`src/rtl/frame_sync_pkg.sv`:
```
// Contract
// - Entering In-Frame clears LOF status bit 2, sets event bit 2, asserts interrupt. Entering from SEF=1/LOF=0 sets only event bit 1.
// - In-Frame keeps checking framing bytes; isolated errored frames are tolerated.
// - Four consecutive errored frames in In-Frame declare SEF, go to SEF=1/LOF=0.
// - In-Frame to SEF=1/LOF=0 sets SEF status bit 1.
// - Declaring SEF from In-Frame sets event bit 1 and asserts interrupt.
// - In SEF=1/LOF=0, two consecutive clean frames clear SEF, return to In-Frame.
// - In SEF=1/LOF=0, SEF stays asserted while errored frames keep arriving.
// - SEF held at least 3 ms declares LOF, move to SEF=1/LOF=1.
// - Defect status byte is read-only: RDI-L,S1,K1K2,SF,SD,LOF,SEF,LOS bits 7..0.
// - Event flags byte SF,SD,REI,B2,B1,LOF,SEF,LOS chg; reset upon read.
// - In SEF=1/LOF=1, two consecutive clean frames clear SEF, go SEF=0/LOF=1.
// - In SEF=0/LOF=1, programmed count of clean frames clears LOF, enters In-Frame.
// - In SEF=0/LOF=1, four consecutive errored frames declare SEF, back to SEF=1/LOF=1.
package frame_sync_pkg;
  localparam logic [15:0] DEFECT_STATUS_OFS = 16'h1107;
  localparam logic [15:0] EVENT_FLAGS_OFS = 16'h110b;
  localparam logic [15:0] INSYNC_THRESH_OFS = 16'h112b;
  localparam logic [15:0] EVENT_MASK_OFS = 16'h1110;
  localparam logic [15:0] FRAMING_PATTERN_OFS = 16'h1114;
  localparam int ADDR_W = 16;
  localparam int BIT_LOS = 0;
  localparam int BIT_SEF = 1;
  localparam int BIT_LOF = 2;
  localparam logic [3:0] ERR_DECLARE = 4'h4;
  localparam logic [3:0] CLEAN_CLEAR = 4'h2;
  localparam logic [3:0] INSYNC_RESET = 4'h8;
  localparam logic [7:0] MASK_RESET = 8'hff;
  localparam logic [7:0] FRAMING_A1 = 8'hf6;
  localparam logic [7:0] FRAMING_A2 = 8'h28;
  localparam int LOF_TIME_US = 3000;
  localparam int FRAME_TIME_US = 125;
  // Least time rounds up to whole frames
  localparam int LOF_FRAMES_INT = (LOF_TIME_US + FRAME_TIME_US - 1) / FRAME_TIME_US;
  localparam logic [5:0] LOF_FRAMES = 6'(LOF_FRAMES_INT);
  localparam logic [1:0] RESP_OKAY = 2'h0;
  localparam logic [1:0] RESP_SLVERR = 2'h2;
  typedef enum logic [3:0] {
    ST_SEF1_LOF1 = 4'b0001,
    ST_SEF0_LOF1 = 4'b0010,
    ST_IN_FRAME = 4'b0100,
    ST_SEF1_LOF0 = 4'b1000
  } sync_state_t;
endpackage

```
`src/rtl/sts3_rx_frame_sync_fsm.sv`:
```
`timescale 1ns/1ps
module sts3_rx_frame_sync_fsm (
  // Clock and reset
  input wire logic clk_i,
  input wire logic arst_n_i,
  // Line side, same clock domain
  input wire logic frame_start_i,
  input wire logic byte_valid_i,
  input wire logic [7:0] rx_byte_i,
  // AXI4-Lite write address
  input wire logic awvalid_i,
  output logic awready_o,
  input wire logic [15:0] awaddr_i,
  // AXI4-Lite write data
  input wire logic wvalid_i,
  output logic wready_o,
  input wire logic [31:0] wdata_i,
  input wire logic [3:0] wstrb_i,
  // AXI4-Lite write response
  output logic bvalid_o,
  input wire logic bready_i,
  output logic [1:0] bresp_o,
  // AXI4-Lite read address
  input wire logic arvalid_i,
  output logic arready_o,
  input wire logic [15:0] araddr_i,
  // AXI4-Lite read data
  output logic rvalid_o,
  input wire logic rready_i,
  output logic [31:0] rdata_o,
  output logic [1:0] rresp_o,
  // Interrupt and defect status pins
  output logic irq_n_o,
  output logic sef_o,
  output logic lof_o
);
  typedef struct packed {
    frame_sync_pkg::sync_state_t state;
    logic [3:0] err_cnt;
    logic [3:0] ok_cnt;
    logic [5:0] sef_frames;
    logic [1:0] fpos;
    logic cur_err;
    logic [7:0] status;
    logic [7:0] events;
    logic [7:0] mask;
    logic [3:0] insync;
    logic [15:0] aw_addr;
    logic aw_have;
    logic [31:0] w_data;
    logic [3:0] w_strb;
    logic w_have;
    logic bvalid;
    logic [1:0] bresp;
    logic rvalid;
    logic [31:0] rdata;
    logic [1:0] rresp;
    logic irq_n;
  } state_t;

  state_t q_r, q_nxt;
  logic [1:0] rst_sync_r;
  logic rst_n;

  always_ff @(posedge clk_i or negedge arst_n_i) begin
    if (!arst_n_i) begin
      rst_sync_r <= 2'h0;
    end else begin
      rst_sync_r <= {rst_sync_r[0], 1'b1};
    end
  end
  assign rst_n = rst_sync_r[1];

  // Offsets are word indexes: the byte address is four times the index
  function automatic logic addr_is(input logic [15:0] a, input logic [15:0] ofs);
    addr_is = (a[15:2] == ofs[13:0]);
  endfunction

  function automatic logic [3:0] sat_inc(input logic [3:0] v);
    sat_inc = (v == 4'hf) ? v : v + 4'h1;
  endfunction

  logic frame_end;
  logic frame_err;
  logic [3:0] err_n;
  logic [3:0] ok_n;
  logic [7:0] set_ev;
  logic aw_go;
  logic ar_go;
  logic [15:0] wa;
  logic [31:0] wd;
  logic [3:0] ws;
  logic [3:0] clean_need;

  always_comb begin
    q_nxt = q_r;
    set_ev = 8'h00;
    frame_end = 1'b0;
    frame_err = 1'b0;
    // Framing check of first A1 and A2 bytes after frame start
    if (frame_start_i) begin
      q_nxt.fpos = 2'h1;
      q_nxt.cur_err = 1'b0;
    end else if (byte_valid_i && q_r.fpos != 2'h0) begin
      if (q_r.fpos == 2'h1) begin
        q_nxt.cur_err = (rx_byte_i != frame_sync_pkg::FRAMING_A1);
        q_nxt.fpos = 2'h2;
      end else if (q_r.fpos == 2'h2) begin
        frame_end = 1'b1;
        frame_err = q_r.cur_err | (rx_byte_i != frame_sync_pkg::FRAMING_A2);
        q_nxt.fpos = 2'h0;
      end
    end
    err_n = frame_err ? sat_inc(q_r.err_cnt) : 4'h0;
    ok_n = frame_err ? 4'h0 : sat_inc(q_r.ok_cnt);
    // A threshold of zero still needs one clean frame to leave
    clean_need = (q_r.insync == 4'h0) ? 4'h1 : q_r.insync;
    if (frame_end) begin
      q_nxt.err_cnt = err_n;
      q_nxt.ok_cnt = ok_n;
      unique case (q_r.state)
        frame_sync_pkg::ST_SEF1_LOF1: begin
          if (ok_n >= frame_sync_pkg::CLEAN_CLEAR) begin
            q_nxt.state = frame_sync_pkg::ST_SEF0_LOF1;
            q_nxt.status[frame_sync_pkg::BIT_SEF] = 1'b0;
            set_ev[frame_sync_pkg::BIT_SEF] = 1'b1;
            q_nxt.ok_cnt = 4'h0;
            q_nxt.err_cnt = 4'h0;
          end
        end
        frame_sync_pkg::ST_SEF0_LOF1: begin
          if (err_n >= frame_sync_pkg::ERR_DECLARE) begin
            q_nxt.state = frame_sync_pkg::ST_SEF1_LOF1;
            q_nxt.status[frame_sync_pkg::BIT_SEF] = 1'b1;
            set_ev[frame_sync_pkg::BIT_SEF] = 1'b1;
            q_nxt.ok_cnt = 4'h0;
            q_nxt.err_cnt = 4'h0;
          end else if (ok_n >= clean_need) begin
            q_nxt.state = frame_sync_pkg::ST_IN_FRAME;
            q_nxt.status[frame_sync_pkg::BIT_LOF] = 1'b0;
            set_ev[frame_sync_pkg::BIT_LOF] = 1'b1;
            q_nxt.ok_cnt = 4'h0;
            q_nxt.err_cnt = 4'h0;
          end
        end
        frame_sync_pkg::ST_IN_FRAME: begin
          if (err_n >= frame_sync_pkg::ERR_DECLARE) begin
            q_nxt.state = frame_sync_pkg::ST_SEF1_LOF0;
            q_nxt.status[frame_sync_pkg::BIT_SEF] = 1'b1;
            set_ev[frame_sync_pkg::BIT_SEF] = 1'b1;
            q_nxt.sef_frames = 6'h00;
            q_nxt.ok_cnt = 4'h0;
            q_nxt.err_cnt = 4'h0;
          end
        end
        frame_sync_pkg::ST_SEF1_LOF0: begin
          q_nxt.sef_frames = q_r.sef_frames + 6'h01;
          if (ok_n >= frame_sync_pkg::CLEAN_CLEAR) begin
            q_nxt.state = frame_sync_pkg::ST_IN_FRAME;
            q_nxt.status[frame_sync_pkg::BIT_SEF] = 1'b0;
            set_ev[frame_sync_pkg::BIT_SEF] = 1'b1;
            q_nxt.ok_cnt = 4'h0;
            q_nxt.err_cnt = 4'h0;
          end else if (q_r.sef_frames + 6'h01 >= frame_sync_pkg::LOF_FRAMES) begin
            q_nxt.state = frame_sync_pkg::ST_SEF1_LOF1;
            q_nxt.status[frame_sync_pkg::BIT_LOF] = 1'b1;
            set_ev[frame_sync_pkg::BIT_LOF] = 1'b1;
            q_nxt.ok_cnt = 4'h0;
            q_nxt.err_cnt = 4'h0;
          end
          // Otherwise SEF stays declared
        end
        default: begin
          q_nxt.state = frame_sync_pkg::ST_SEF1_LOF1;
        end
      endcase
    end

    // AXI4-Lite write side
    aw_go = awvalid_i && !q_r.aw_have && !q_r.bvalid;
    if (aw_go) begin
      q_nxt.aw_addr = awaddr_i;
      q_nxt.aw_have = 1'b1;
    end
    if (wvalid_i && !q_r.w_have && !q_r.bvalid) begin
      q_nxt.w_data = wdata_i;
      q_nxt.w_strb = wstrb_i;
      q_nxt.w_have = 1'b1;
    end
    wa = aw_go ? awaddr_i : q_r.aw_addr;
    wd = q_r.w_have ? q_r.w_data : wdata_i;
    ws = q_r.w_have ? q_r.w_strb : wstrb_i;
    if (q_nxt.aw_have && q_nxt.w_have) begin
      q_nxt.aw_have = 1'b0;
      q_nxt.w_have = 1'b0;
      q_nxt.bvalid = 1'b1;
      q_nxt.bresp = frame_sync_pkg::RESP_OKAY;
      if (addr_is(wa, frame_sync_pkg::INSYNC_THRESH_OFS)) begin
        if (ws[0]) begin
          q_nxt.insync = wd[3:0];
        end
      end else if (addr_is(wa, frame_sync_pkg::EVENT_MASK_OFS)) begin
        if (ws[0]) begin
          q_nxt.mask = wd[7:0];
        end
      end else if (!addr_is(wa, frame_sync_pkg::DEFECT_STATUS_OFS) &&
                   !addr_is(wa, frame_sync_pkg::EVENT_FLAGS_OFS) &&
                   !addr_is(wa, frame_sync_pkg::FRAMING_PATTERN_OFS)) begin
        q_nxt.bresp = frame_sync_pkg::RESP_SLVERR;
      end
      // Status and event bytes ignore writes
    end
    if (q_r.bvalid && bready_i) begin
      q_nxt.bvalid = 1'b0;
    end

    // AXI4-Lite read side
    ar_go = arvalid_i && !q_r.rvalid;
    if (ar_go) begin
      q_nxt.rvalid = 1'b1;
      q_nxt.rresp = frame_sync_pkg::RESP_OKAY;
      q_nxt.rdata = 32'h0000_0000;
      if (addr_is(araddr_i, frame_sync_pkg::DEFECT_STATUS_OFS)) begin
        q_nxt.rdata[7:0] = q_r.status;
      end else if (addr_is(araddr_i, frame_sync_pkg::EVENT_FLAGS_OFS)) begin
        q_nxt.rdata[7:0] = q_r.events;
        q_nxt.events = 8'h00;
      end else if (addr_is(araddr_i, frame_sync_pkg::INSYNC_THRESH_OFS)) begin
        q_nxt.rdata[3:0] = q_r.insync;
      end else if (addr_is(araddr_i, frame_sync_pkg::EVENT_MASK_OFS)) begin
        q_nxt.rdata[7:0] = q_r.mask;
      end else if (addr_is(araddr_i, frame_sync_pkg::FRAMING_PATTERN_OFS)) begin
        q_nxt.rdata[15:0] = {frame_sync_pkg::FRAMING_A1, frame_sync_pkg::FRAMING_A2};
      end else begin
        q_nxt.rresp = frame_sync_pkg::RESP_SLVERR;
      end
    end
    if (q_r.rvalid && rready_i) begin
      q_nxt.rvalid = 1'b0;
    end

    // New events win over the read that clears them
    q_nxt.events = q_nxt.events | set_ev;
    q_nxt.irq_n = ~|(q_nxt.events & q_r.mask);
  end

  always_ff @(posedge clk_i or negedge rst_n) begin
    if (!rst_n) begin
      q_r <= '0;
      q_r.state <= frame_sync_pkg::ST_SEF1_LOF1;
      q_r.status <= 8'h00 | (8'h01 << frame_sync_pkg::BIT_SEF) | (8'h01 << frame_sync_pkg::BIT_LOF);
      q_r.mask <= frame_sync_pkg::MASK_RESET;
      q_r.insync <= frame_sync_pkg::INSYNC_RESET;
      q_r.irq_n <= 1'b1;
    end else begin
      q_r <= q_nxt;
    end
  end

  assign awready_o = !q_r.aw_have && !q_r.bvalid;
  assign wready_o = !q_r.w_have && !q_r.bvalid;
  assign bvalid_o = q_r.bvalid;
  assign bresp_o = q_r.bresp;
  assign arready_o = !q_r.rvalid;
  assign rvalid_o = q_r.rvalid;
  assign rdata_o = q_r.rdata;
  assign rresp_o = q_r.rresp;
  assign irq_n_o = q_r.irq_n;
  assign sef_o = q_r.status[frame_sync_pkg::BIT_SEF];
  assign lof_o = q_r.status[frame_sync_pkg::BIT_LOF];
endmodule

```
`config.mk`:
```
export PLATFORM = sky130hd
export DESIGN_NAME = sts3_rx_frame_sync_fsm
export DESIGN_NICKNAME = d
export VERILOG_FILES = /design/src/rtl/frame_sync_pkg.sv /design/src/rtl/sts3_rx_frame_sync_fsm.sv
export SDC_FILE = /design/constraint.sdc
export NUM_CORES = 1
export LEC_CHECK = 0
export ABC_AREA = 1
export BUFFER_PORTS_ARGS = -buffer_cell sky130_fd_sc_hd__buf_2
export CAP_MARGIN = 10
export CORE_AREA = 5 5 128 130
export DETAILED_ROUTE_END_ITERATION = 12
export DIE_AREA = 0 0 133 135
export HOLD_SLACK_MARGIN = 0.08
export PLACE_DENSITY = 0.53
export SETUP_SLACK_MARGIN = 0.2
export SLEW_MARGIN = 20
export SYNTH_ARGS = -nofsm -noshare
export SYNTH_HDL_FRONTEND = slang
export SYNTH_SLANG_ARGS = --single-unit
```
`constraint.sdc`:
```
create_clock -name clk_i -period 4.1 [get_ports clk_i]
set_input_delay 0.82 -clock clk_i [delete_from_list [all_inputs] [get_ports clk_i]]
set_output_delay 0.82 -clock clk_i [all_outputs]
set_load 0.1 [all_outputs]
```
======== Word-level counts from Yosys, hierarchy flattened ========
Index checks and enable logic that the tools add are counted.
cells by class
  $add $sub $neg .......................... 3
  magnitude comparators ................... 4
  eq/ne operators ......................... 30
  mux-type cells .......................... 74
  bitwise logic cells ..................... 4
  reduce and logical (&&, ||, !) cells .... 42
operators by type and width
  kind                                                                      count
  14-bit by 13-bit equality test with 1-bit output (second input constant)  10
  8-bit two-way mux                                                         10
  12-bit two-way mux                                                        6
  35-bit two-way mux                                                        1
  16-bit two-way mux                                                        2
  8-bit case mux with 4 select lines                                        1
  4-bit two-way mux                                                         7
  1-bit two-way mux                                                         27
  2-bit two-way mux                                                         11
  18-bit two-way mux                                                        1
  4-bit case mux with 4 select lines                                        1
  2-bit nonzero test                                                        8
  1-bit logical AND                                                         13
  4-bit equality test (second input constant)                               3
  2-bit != test (second input constant)                                     6
  6-bit case mux with 2 select lines                                        1
  4-bit by 1-bit adder with 4-bit output (second input constant)            2
  8-bit bitwise AND                                                         1
  1-bit logical NOT                                                         8
  8-bit by 6-bit != test with 1-bit output (second input constant)          1
  8-bit != test (second input constant)                                     1
  8-bit by 3-bit OR with 8-bit output                                       1
  1-bit case mux with 2 select lines                                        4
  4-bit AND reduction                                                       2
  23 further kinds                                                          29
word-level totals
  bits in registers ....................... 95
  input bits .............................. 85
  output and inout bits ................... 44
  logic and storage cells ................. 180

======== Depth between registers and ports, before layout ========
Gate-level depths: netlist of run 1.
  depth after elaboration ................. 16
  depth in mapped cells ................... 19
  depth with buffers taken out ............ 19

======== Least setup slack after synthesis of run 1 ========
No wires, ideal clock.
  kind .................................... register to register
  from .................................... reg q_r, in the netlist bvalid_o
  to ...................................... reg q_r[100] (netlist bit)
  arrival ................................. 3.027 ns
  slack ................................... 0.997 ns
  stages on the path, launching flop included .. 11
  buffers on the path ..................... 0
  period minus slack after synthesis ...... 3.103 ns
  cell sequence ........................... dfrtp_1 > nor2_2 > nand2_2 > nand2_1 > nand2_1 > nor3_4 > inv_1 > nor2_4 > nand2_4 > nand2_1 > nand2_1
between the ends
  word-level cells in the longest chain between the ends .. 6
  elaborated cells on any way between the ends .. 11
  classes of those cells .................. eq/ne: 2; mux: 3; bitwise: 1; reduce/logical: 5
RTL lines
  item                                              RTL line                                                      source
  start: declaration                                sts3_rx_frame_sync_fsm.sv:61                                  state_t q_r, q_nxt;
  start signal: assignment                          sts3_rx_frame_sync_fsm.sv:256                                 q_r <= q_nxt;
  1-bit logical NOT *                               sts3_rx_frame_sync_fsm.sv:180, sts3_rx_frame_sync_fsm.sv:185
  1-bit logical AND                                 sts3_rx_frame_sync_fsm.sv:180                                 aw_go = awvalid_i && !q_r.aw_have && !q_r.bvalid;
  16-bit two-way mux                                sts3_rx_frame_sync_fsm.sv:190                                 wa = aw_go ? awaddr_i : q_r.aw_addr;
  14-bit by 13-bit equality test with 1-bit output  sts3_rx_frame_sync_fsm.sv:76                                  addr_is = (a[15:2] == ofs[13:0]);
  1-bit NOT (no line)                               n/a
  4-bit AND reduction (no line) *                   n/a
Every way passes the cells marked *; elsewhere a longest branch is shown, timed or not.
A chain may end at the register's enable or synchronous reset.

======== Final worst setup path of run 1 ========
  from .................................... in byte_valid_i
  to ...................................... reg q_r[140] (netlist bit)
between the ends
  word-level cells in the longest chain between the ends .. 7
  elaborated cells on any way between the ends .. 18
  classes of those cells .................. order compare: 3; eq/ne: 4; mux: 9; reduce/logical: 2
RTL lines
  item                                                                                 RTL line                                                      source
  start: declaration                                                                   sts3_rx_frame_sync_fsm.sv:8                                   input wire logic byte_valid_i,
  1-bit logical AND *                                                                  sts3_rx_frame_sync_fsm.sv:104                                 end else if (byte_valid_i && q_r.fpos != 2'h0) begin
  1-bit two-way mux                                                                    sts3_rx_frame_sync_fsm.sv:104
  1-bit two-way mux                                                                    sts3_rx_frame_sync_fsm.sv:101                                 if (frame_start_i) begin
  4-bit two-way mux (on tied branches)                                                 sts3_rx_frame_sync_fsm.sv:114, sts3_rx_frame_sync_fsm.sv:115
  4-bit by 3-bit >= comparator with 1-bit output, or another cell as far along         sts3_rx_frame_sync_fsm.sv:132, sts3_rx_frame_sync_fsm.sv:147
  3-bit != test (no line), or another cell as far along                                n/a
  5-bit AND reduction (no line) or 4-bit case mux with 4 select lines (tied branches)  n/a
Marks and branches as above.

==> results of run 1 <==
## path summary, 6_finish.rpt
path / from / endpoint / slack [ns] / cells past startpoint
min: arst_n_i / rst_sync_r[1] / 0.25 / 1
max: byte_valid_i / q_r[140] / 1.21 / 18
max in group asynchronous: rst_sync_r[1] / q_r[96] / 3.12 / 1
min reg2reg: rst_sync_r[1] / q_r[50] / 0.32 / 0
max reg2reg: q_r[122] / q_r[140] / 1.33 / 16
min in group clk_i: rst_sync_r[0] / rst_sync_r[1] / 0.35 / 0
## stage by stage
| step | hold WS [ns] | utilization (%) | cell area [sq um] | cells | worst slack, ns |
|---|---|---|---|---|---|
| 3_5_place_dp | 0.3418 | 35.04 | 5268 | 881 | 0.8174 |
| 3_3_place_gp | 0.3376 | 35.04 | 5268 | 881 | 0.8913 |
| 6_report | 0.2473 | 37.14 | 5583 | 898 | 1.209 |
| 2_1_floorplan | 0.3312 | - | 4969 | 661 | 0.9971 |
| 5_1_grt | 0.2256 | 37.14 | 5583 | 898 | 0.9389 |
| 4_1_cts | 0.2287 | 37.00 | 5563 | 897 | 1.200 |
## where the power goes
group / leakage (nW) / internal (W) / switching, W / total [W]
Clock: 0.137 / 0.000450 / 0.000351 / 0.000801
Combinational: 1.75 / 0.000358 / 0.000932 / 0.00129
Sequential: 1.03 / 0.00104 / 0.000161 / 0.00120
## worst reg2reg max path: stages, from the launching register on
cell and delay (ns):
dfrtp_1 0.39, nor2_1 0.16, nand2_1 0.28, o21bai_1 0.30, nand2_1 0.12, inv_1 0.07
ha_1 0.29, inv_1 0.05, o21bai_1 0.12, nand3_1 0.08, nand3_1 0.13, nor2_1 0.08
nand2_1 0.09, nand2_1 0.08, nor2_2 0.26, nand2_1 0.10, o21ai_1 0.10
## layout make-up
class	instances	share of cell area, %
Clock inverter	6	0.8068
Multi-Input combinational cell	441	39.11
Clock buffer	10	4.482
Timing Repair Buffer	78	7.261
Tap cell	188	4.213
Inverter	91	6.118
Sequential cell	84	38.01
## layout by cell type, fill, tap and decap left out, drive strengths merged, types with 11 or more instances in the layout
cell and instances:
o21ai 54, inv 88, conb 21, dfstp 13, dfrtp 71, a21oi 11, nand3 59, nand2 178
nor2 61, buf 78
## registers in the layout, indices dropped and copies added, names as in the netlist
| register | flops |
|---|---|
| q_r | 66 |
| lof_o | 1 |
| rst_sync_r | 2 |
| sef_o | 1 |
| rdata_o | 9 |
| rvalid_o | 1 |
| bvalid_o | 1 |
| bresp_o | 1 |
| rresp_o | 1 |
| irq_n_o | 1 |
## kinds of logic after synthesis
logic type / share of synthesized area, %
adder cells (fa/ha/maj): 2.044
other: 0.1534
buffers and inverters: 13.62
AND/OR/NAND/NOR: 29.69
flip-flops: 43.25
XOR/XNOR: 0.7155
AO/OA/AOI/OAI: 10.09
multiplexers: 0.4343
## per-layer routing
| metal | GRT usage (%) | up-vias |
|---|---|---|
| met2 | 19.13 | 114 |
| met3 | 4.285 | 16 |
| met4 | 4.503 | 0 |
| met1 | 16.23 | 1865 |
| li1 | - | 2129 |
| met5 | 0 | - |
==> impl_results.md, run 1 <==
* Via count of the first global-routing pass at 3975
* Commonest cells post-synth: nand2_1 (167), inv_1 (78), dfrtp_1 (71), nand3_1 (57), nor2_1 (53)
* Num rows at 45
* Worst Setup Start Kind: input port
* Max Fclk at 0.3459 GHz
* Routed met1 length at 5.227 mm
* CP bufs+invs at 4
* Unique masters post-synth at 44
* CP peak stage delay at 0.30 ns
* Worst-Margin Slew at 0.6457 ns
* Cell Pwr Density at 589.9 nW/um^2
* Multi-input logic area at 2183 sq um
* Top Layer Used: met4
* Register area share after synthesis at 43.25%
* Nets at 798
* Clock transition at the registers of the reported paths at 0.06 ns
* Top-count cell post-synth: nand2_1
* Largest net degree at the start of global routing at 83
* Post-Syn Area per Cell at 7.628 sq um
* Yosys top cell by area: dfrtp_1
* Final min period at 2.891 ns
* Crit path top cell by count: nand2_1
* Critical Path AT at 3.16 ns
* Final Max Tran Viols at 0
* Initial antenna violation count at 0
* Core ar. at 15030 sq um
* Hold WC Path Type: in2async
* Hold buffer count at cts at 0
* TritonCTS clock tree: yes
* Synth warn at 0
* Resized cells post-CTS at 0
* Static Leak at 2.912 nW
* Critical path fanouts, max at 9
* Setup Fix Bufs, Post-CTS at 0
* Crit path cell chain: buf_2, inv_1, nor2_1, nand2_1, o21bai_1, nand2_1, inv_1, ha_1, inv_1, o21bai_1, nand3_1, nand3_1, nor2_1, nand2_1, nand2_1, nor2_2, nand2_1, o21ai_1
* CTS Buf Count at 9
* Critical path type: in2reg
* Status: finished clean
* Unrepaired setup endpoints after global routing: false
* Worst vdd ir at 544.5 uV
* Overall Global Routing Usage at 12.43%
* Synth area leaders: dfrtp_1 (36%), nand2_1 (13%), dfstp_2 (7.0%)
* Initial Util at 32.58%
* Final HPWL DP at 8.089 mm
* Root Driver: clkbuf_16
* Mapped Cells at 642
* Global-route wire length before repair at 18.33 mm
* Drt drc at 0
* FILL cells at 1588
* WP data required at 4.37 ns
* Die height at 135 microns
* Yosys reg bits at 84
* Via count at 4124
* Clock Tree Buf Depth at 2
* # setup viols final at 0
* Post-DRT Antenna Nets at 0
* I/O pins at 129
* Fin Clk Skew at 0.007286 ns
* Crit path capture type: flop
* Delay-heaviest family, CP: simple AND/OR/NAND/NOR gates
* GRT overflow at 0
* Drt initial violations at 288
* IO buf count at 77
* Clk_lat worst skew at 0.35 ns
* GP Congestion at 0.8462
* # diodes at 0
* Layout cells sized above 1 at 20.42%
* FF/Latch Area at 2122 sq um
* Top FF cell, synth: dfrtp_1
* H-tree depth at 3
* Final Hold Viols at 0
* TritonRoute pass-1 iters at 5
* Area grow syn2layout at 14.00%
* Syn Std Cell Area at 4897 sq um
* Slew HR at 56.85%
* Critical path's slowest cell: o21bai_1
* Final TNS setup at 0 ns
* Met2 WL at 4.682 mm
* Met3 wire length at 630 microns
* Routed wire length at 10.69 mm
* Tcrit/Tclk final at 70.52%
* Die Area at 17960 sq um
* Number of synthesized flops with an enable pin at 0
* Ys async rst share at 100.0%
* Clock Sinks at 84
* Wire per inst at 11.91 microns
* Max capacitance violation total at 0
* Post-synth top area share at 36.28%
* Vias/cell at 4.592
* Pwr Total at 0.003294 W
* Chip Width at 133 microns
Power figures use the tool's default switching activity.
==> run 2, diff against run 1 <==
- ABC_AREA: 1 -> 0
- PLACE_DENSITY: 0.53 -> 0.55
- clock period: 4.1 -> 2.4 ns (I/O delays scaled with it)
==> run 2 against run 1 <==
  * Critical path depth shrank 6
  * Hold slack better by 0.0092 ns
  * Worst setup slack got worse by 1.5 ns
  * Cell area up 12%
  * The run now ends with setup timing left
  * Clock skew is essentially flat
  * Core utilization grew 4.4 points
  * Largest power group is now registers
  * First-iteration DRC count shrank 32%
  * Die area unchanged
  * Final cell count fell by 12%
  * Power increased by 49%
  * Non-clock buffer count increased by 58
  * Highest routed layer is now met5
==> impl_results.md, run 2 <==
* Status: finished with violations
* Failing checks: setup timing
* Clk_lat worst skew at 0.35 ns (about the same)
* Flip-flop count of the largest register after layout at 66 (unchanged)
* WP data required at 2.68 ns (-1.69 ns)
* Nets at 692 (-13%)
* Final min period at 2.694 ns
* Syn Std Cell Area at 4885 sq um (-0.26%)
* Global-route wire length before repair at 19.53 mm (+6.6%)
* Crit path capture type: flop
* Final Max Tran Viols at 0 (unchanged)
* Psw at 0.001862 W (+29%)
* Initial Util at 32.49% (-0.083 points)
* Root Driver: clkbuf_16
* Commonest cells post-synth: dfrtp_1 (71), nand2_1 (49), buf_4 (36), o21ai_0 (34), mux2_2 (29)
* Static Leak at 2.758 nW (-5.3%)
* Top FF cell, synth: dfrtp_1
* Max capacitance violation total at 0 (unchanged)
* Ys async rst share at 100.0% (unchanged)
* Synth area leaders: dfrtp_1 (36%), dfstp_2 (7.0%), mux2_2 (6.7%)
* Drt drc at 0 (unchanged)
* Slew HR at 66.05% (+9.2 points)
* H-tree depth at 3 (unchanged)
* Clock Tree Buf Depth at 2 (unchanged)
* Final Hold Viols at 0 (unchanged)
* Yosys top cell by area: dfrtp_1
* Hold WC Path Type: reg2async
* Sw frac at 38.05% (-5.8 points)
* Comb pwr share at 33.8% (-5.4 points)
* CTS Buf Count at 9 (unchanged)
* Worst-Margin Slew at 0.5127 ns (-0.1330 ns)
* Layout cells sized above 1 at 42.72% (+22 points)
* Drt initial violations at 196 (-32%)
* # diodes at 0 (unchanged)
* Critical Path AT at 2.98 ns (-0.18 ns)
* Unrepaired setup endpoints after global routing: true
* TritonRoute pass-1 iters at 4 (-1)
* Synth warn at 0 (unchanged)
* Tcrit/Tclk final at 112.2%
* I/O pins at 129 (unchanged)
* Unique masters post-synth at 79 (+80%)
* Yosys reg bits at 84 (unchanged)
* Final HPWL DP at 8.916 mm (+10%)
* Critical path type: reg2reg
* DP Area at 5682 sq um (+7.9%)
* Post-synth top area share at 36.37% (+0.093 points)
* Via count of the first global-routing pass at 3926 (-1.2%)
* Util after Layout at 41.52% (+4.4 points)
* Final TNS setup at -2.738 ns (-2.738 ns)
* Commonest non-fill, non-tap cell in the layout: buf_2
* GRT overflow at 0 (unchanged)
* Die height at 135 microns (unchanged)
* Final WS setup at -0.2937 ns (-1.502 ns)
* Initial antenna violation count at 1 (+1)
* Num rows at 45 (unchanged)
* Cell Pwr Density at 783.9 nW/um^2 (+33%)
* Via count at 3978 (-3.5%)
* Die Area at 17960 sq um (unchanged)
* Routed wire length at 11.96 mm (+12%)
* Largest Register: q_r
* Register area share after synthesis at 43.37% (+0.11 points)
* Post-DRT Antenna Nets at 0 (unchanged)
* Worst vdd ir at 793.7 uV (+46%)
* Clock Sinks at 84 (unchanged)
* Placed cells at 761 (-14%)
* Largest net degree at the start of global routing at 56 (-33%)
* Reg power frac at 38.7% (+2.2 points)
* Mapped Cells at 485 (-24%)
* Clock transition at the registers of the reported paths at 0.07 ns (about the same)
* Area grow syn2layout at 27.79%
* Pre-CTS setup slack at -0.5392 ns (-1.357 ns)
* # setup viols final at 12 (+12)
* Wire per inst at 15.10 microns (+27%)
* Top-count cell post-synth: dfrtp_1
* GP Congestion at 0.8889 (+5.0%)
* Vias/cell at 5.023 (+9.4%)
* Core ar. at 15030 sq um (unchanged)
* Final instance area at 6242 sq um (+12%)
* Chip Width at 133 microns (unchanged)
* Worst Setup Start Kind: flop
* Final non-filler cell total at 792 (-12%)
* Number of synthesized flops with an enable pin at 0 (unchanged)
* Max Fclk at 0.3712 GHz
* Fin Clk Skew at 0.007541 ns (+0.0002549 ns)
* Post-Syn Area per Cell at 10.07 sq um (+32%)
* Critical path fanouts, max at 4 (-5)
* Clock group share of total power at 27.5% (+3.2 points)
* Overall Global Routing Usage at 13.31% (+0.88 points)
* IO buf count at 77 (unchanged)
* Int Pwr at 0.003032 W (+64%)
* Commonest non-fill, non-tap cells in the layout: buf_2 (77), dfrtp_1 (67), buf_4 (54)
* TritonCTS clock tree: yes
==> run 2: changes by cell type after synthesis, sizes merged, moves of 10 or more <==
cell and delta:
nand3 -48, mux2 +28, nand2b +10, nor2 -38, mux2i +10, inv -74
nand2 -129
==> run 2: area by class of cell <==
| cell class | instances | area, sq um |
|---|---|---|
| multi-input cells | 356 | 2689 |
| clock buffers | 9 | 225.2 |
| inverters | 12 | 48.80 |
| clock inverters | 7 | 61.31 |
| repair buffers | 136 | 854.6 |
| fillers | 1460 | 8791 |
| well taps | 188 | 235.2 |
| flip-flops and latches | 84 | 2128 |
==> run 2: worst paths after layout <==
check                      cells after the start     startpoint       end  slack, ns
max reg2reg                                   12       q_r[130]  q_r[133]      -0.29
max in group asynchronous                      1  rst_sync_r[1]     lof_o       1.46
min                                            0  rst_sync_r[1]   q_r[86]       0.26
min in group clk_i                             2       bready_i  bvalid_o       0.32
min reg2reg                                    0  rst_sync_r[1]   q_r[86]       0.26
max                                           12       q_r[130]  q_r[133]      -0.29
==> run 2: kinds of logic after synthesis <==
group	Yosys count	share of synthesized area [%]
muxes	40	8.940
other	2	0.1537
xor gates and xnor gates	6	1.076
DFF	84	43.37
and+or+nand+nor	162	19.80
AOI/OAI and AO/OA	119	16.88
buffers and inverters	64	7.736
adders and majority gates	8	2.049
==> run 2: per-layer routing <==
layer / part of all wire [%] / global-route usage (%) / vias up
met5: 0.11 / 0 / -
met4: 2.1 / 5.831 / 2
met3: 5.5 / 3.353 / 24
met2: 46 / 20.80 / 110
met1: 47 / 17.48 / 1911
li1: - / - / 1931
==> run 2: worst max-delay path, stage by stage, from the launching register on <==
cell	delay (ns)
dfrtp_1	0.40
ha_2	0.18
and2_4	0.17
buf_4	0.13
nand3_1	0.09
a21oi_2	0.07
ha_1	0.33
a2111oi_4	0.43
o21ba_4	0.21
o211ai_1	0.17
buf_4	0.20
o21ai_2	0.11
o21a_1	0.13
==> run 2: per-stage QoR <==
step,total power [W],hold slack (ns)
floorplan,0.003177,0.1844
global placement,0.003474,0.2660
detailed placement,0.003509,0.2636
CTS,0.004914,0.2730
global route,0.005167,0.3079
finish,0.004893,0.2566
==> run 2: repair_timing <==
item,4_1_cts,5_1_grt
endpoints found under the hold margin,2,0
pin swaps,22,8
buffers inserted,11,3
endpoints found under the setup margin,18,34
hold buffers,1,0
cloned,0,0
resized for setup,22,16
==> run 2: power by group through the flow <==
stage | logic [W] | registers, W | clock network (W)
floorplan | 0.00121 | 0.00197 | 0
global placement | 0.00157 | 0.00190 | 0
detailed placement | 0.00160 | 0.00191 | 0
CTS | 0.00164 | 0.00189 | 0.00139
global route | 0.00178 | 0.00193 | 0.00145
finish | 0.00165 | 0.00189 | 0.00135
==> run 3, diff against run 2 <==
- CORE_AREA: 5 5 128 130 -> 2 2 125 127
- DIE_AREA: 0 0 133 135 -> 0 0 127 129
==> run 3 against run 2 <==
  * The run still ends with setup timing left
  * Cell area up 0.48%
  * Clock skew is 0.0035 ns lower
  * Core utilization increased by 0.36 points
  * Critical path depth stayed put
  * Global-route usage increased by 1.1 points
  * Largest power group unchanged
==> impl_results.md, run 3 (synthesized netlist as in run 2, its figures left out) <==
* Static Leak at 2.751 nW (-0.24%)
* Clk_lat worst skew at 0.34 ns (about the same)
* Area grow syn2layout at 28.41%
* Worst vdd ir at 1050 uV (+32%)
* Psw at 0.001767 W (-5.1%)
* Max capacitance violation total at 0 (unchanged)
* Crit path capture type: flop
* Cell Pwr Density at 786.3 nW/um^2 (+0.30%)
* Commonest non-fill, non-tap cell in the layout: buf_2
* Slew HR at 55.32% (-11 points)
* # diodes at 0 (unchanged)
* Final Max Tran Viols at 0 (unchanged)
* Initial antenna violation count at 0 (-1)
* Unrepaired setup endpoints after global routing: true
* Largest Register: q_r
* Overall Global Routing Usage at 14.42% (+1.1 points)
* Tcrit/Tclk final at 114.7% (+2.5 points)
* Initial Util at 32.61% (+0.12 points)
* CTS Buf Count at 9 (unchanged)
* Wire per inst at 14.55 microns (-3.7%)
* I/O pins at 129 (unchanged)
* Clock group share of total power at 28.5% (+1.0 points)
* Via count of the first global-routing pass at 3950 (+0.61%)
* Final Hold Viols at 0 (unchanged)
* WP data required at 2.61 ns (-0.07 ns)
* Final min period at 2.753 ns (+0.05925 ns)
* IO buf count at 77 (unchanged)
* Commonest non-fill, non-tap cells in the layout: buf_2 (77), dfrtp_1 (68), buf_4 (52)
* Clock Sinks at 84 (unchanged)
* TritonCTS clock tree: yes
* Largest net degree at the start of global routing at 45 (-20%)
* Num rows at 45 (unchanged)
* Critical Path AT at 2.96 ns (-0.02 ns)
* Drt initial violations at 220 (+12%)
* GRT overflow at 0 (unchanged)
* Failing checks: setup timing
* Final TNS setup at -2.718 ns (+0.02047 ns)
* Die Area at 16380 sq um (-8.8%)
* # setup viols final at 12 (unchanged)
* Layout cells sized above 1 at 42.19% (-0.52 points)
* Via count at 3952 (-0.65%)
* Flip-flop count of the largest register after layout at 66 (unchanged)
* Chip Width at 127 microns (-4.5%)
* Int Pwr at 0.003164 W (+4.4%)
* Hold WC Path Type: in2reg
* Vias/cell at 5.003 (-0.40%)
* Worst-Margin Slew at 0.6657 ns (+0.1530 ns)
* Post-DRT Antenna Nets at 0 (unchanged)
* Hold_ws at 0.3046 ns (+0.04799 ns)
* Max Fclk at 0.3632 GHz (-2.2%)
* Clock Tree Buf Depth at 2 (unchanged)
* Comb pwr share at 33.2% (-0.6 points)
* TritonRoute pass-1 iters at 5 (+1)
* Die height at 129 microns (-4.4%)
* Worst Setup Start Kind: flop
* Nets at 690 (-0.29%)
* Reg2reg setup slack at -0.35 ns (-0.06 ns)
* Final HPWL DP at 8.491 mm (-4.8%)
* Drt drc at 0 (unchanged)
* Root Driver: clkbuf_16
* Sw frac at 35.84% (-2.2 points)
* Reg power frac at 38.4% (-0.3 points)
* Final WS setup at -0.3530 ns (-0.05925 ns)
* Core ar. at 14980 sq um (-0.37%)
* GP Congestion at 0.8658 (-2.6%)
* Fin Clk Skew at 0.004010 ns (-0.003531 ns)
* H-tree depth at 3 (unchanged)
* Routed wire length at 11.49 mm (-3.9%)
* Critical path fanouts, max at 3 (-1)
* Status: finished with violations
* Clock transition at the registers of the reported paths at 0.06 ns (about the same)
* Critical path type: reg2reg
* Global-route wire length before repair at 19.09 mm (-2.3%)
run 3: critical path: stages (launching register included):
cell and delay, ns:
dfrtp_1 0.41, ha_4 0.18, and2_4 0.15, nand2_4 0.06, buf_4 0.11, nand2_2 0.06, a21oi_2 0.19, ha_4 0.23
a2111oi_4 0.41, nor3_2 0.08, a32oi_1 0.20, o22ai_2 0.12, a222oi_1 0.41
run 3: final cells by class:
class | count | area (sq um)
multi-input cells | 356 | 2718
clock buffers | 12 | 256.5
repair buffers | 134 | 839.6
fillers | 1438 | 8705
inverters | 12 | 48.80
flip-flops and latches | 84 | 2127
clock inverters | 4 | 47.55
well taps | 188 | 235.2
run 3: layer usage:
layer	share of wire (%)	GRT usage, %	routed length [microns]
met1	46	18.48	5282
met3	6.5	4.283	749
met5	0	0	0
met4	1.1	4.525	132
met2	46	23.59	5326
run 3: what timing repair did:
item	CTS	global route
pin swaps	18	12
buffers inserted	8	1
cloned	0	0
resized for setup	21	18
hold endpoints to repair	2	0
setup endpoints to repair	19	26
hold buffers	1	0
run 3: metrics by stage:
step | instances | total power, W | area, sq um | util (%) | worst slack (ns)
5_1_grt | 790 | 0.005196 | 6272 | 41.88 | -0.5034
3_3_place_gp | 764 | 0.003469 | 5704 | 38.09 | -0.5333
6_report | 790 | 0.004932 | 6272 | 41.88 | -0.3530
2_1_floorplan | 504 | 0.003177 | 5050 | - | -0.2633
3_5_place_dp | 764 | 0.003505 | 5704 | 38.09 | -0.5961
4_1_cts | 789 | 0.004972 | 6167 | 41.18 | -0.4354
run 3: worst paths after layout:
path / startpoint / end / depth (start not counted)
worst max register to register: q_r[130] / irq_n_o / 12
worst max-delay path: q_r[130] / irq_n_o / 12
worst min register to register: rst_sync_r[1] / q_r[86] / 0
worst min-delay path: bready_i / bvalid_o / 2
max in group asynchronous: rst_sync_r[1] / q_r[101] / 1
min in group asynchronous: rst_sync_r[1] / q_r[86] / 0
run 3: power groups by stage:
stage | sequential, W | clock [W] | combinational [W]
after floorplan | 0.00197 | 0 | 0.00121
after global routing | 0.00193 | 0.00151 | 0.00175
after global placement | 0.00190 | 0 | 0.00157
after detailed placement | 0.00191 | 0 | 0.00159
final | 0.00189 | 0.00141 | 0.00163
after CTS | 0.00189 | 0.00146 | 0.00162
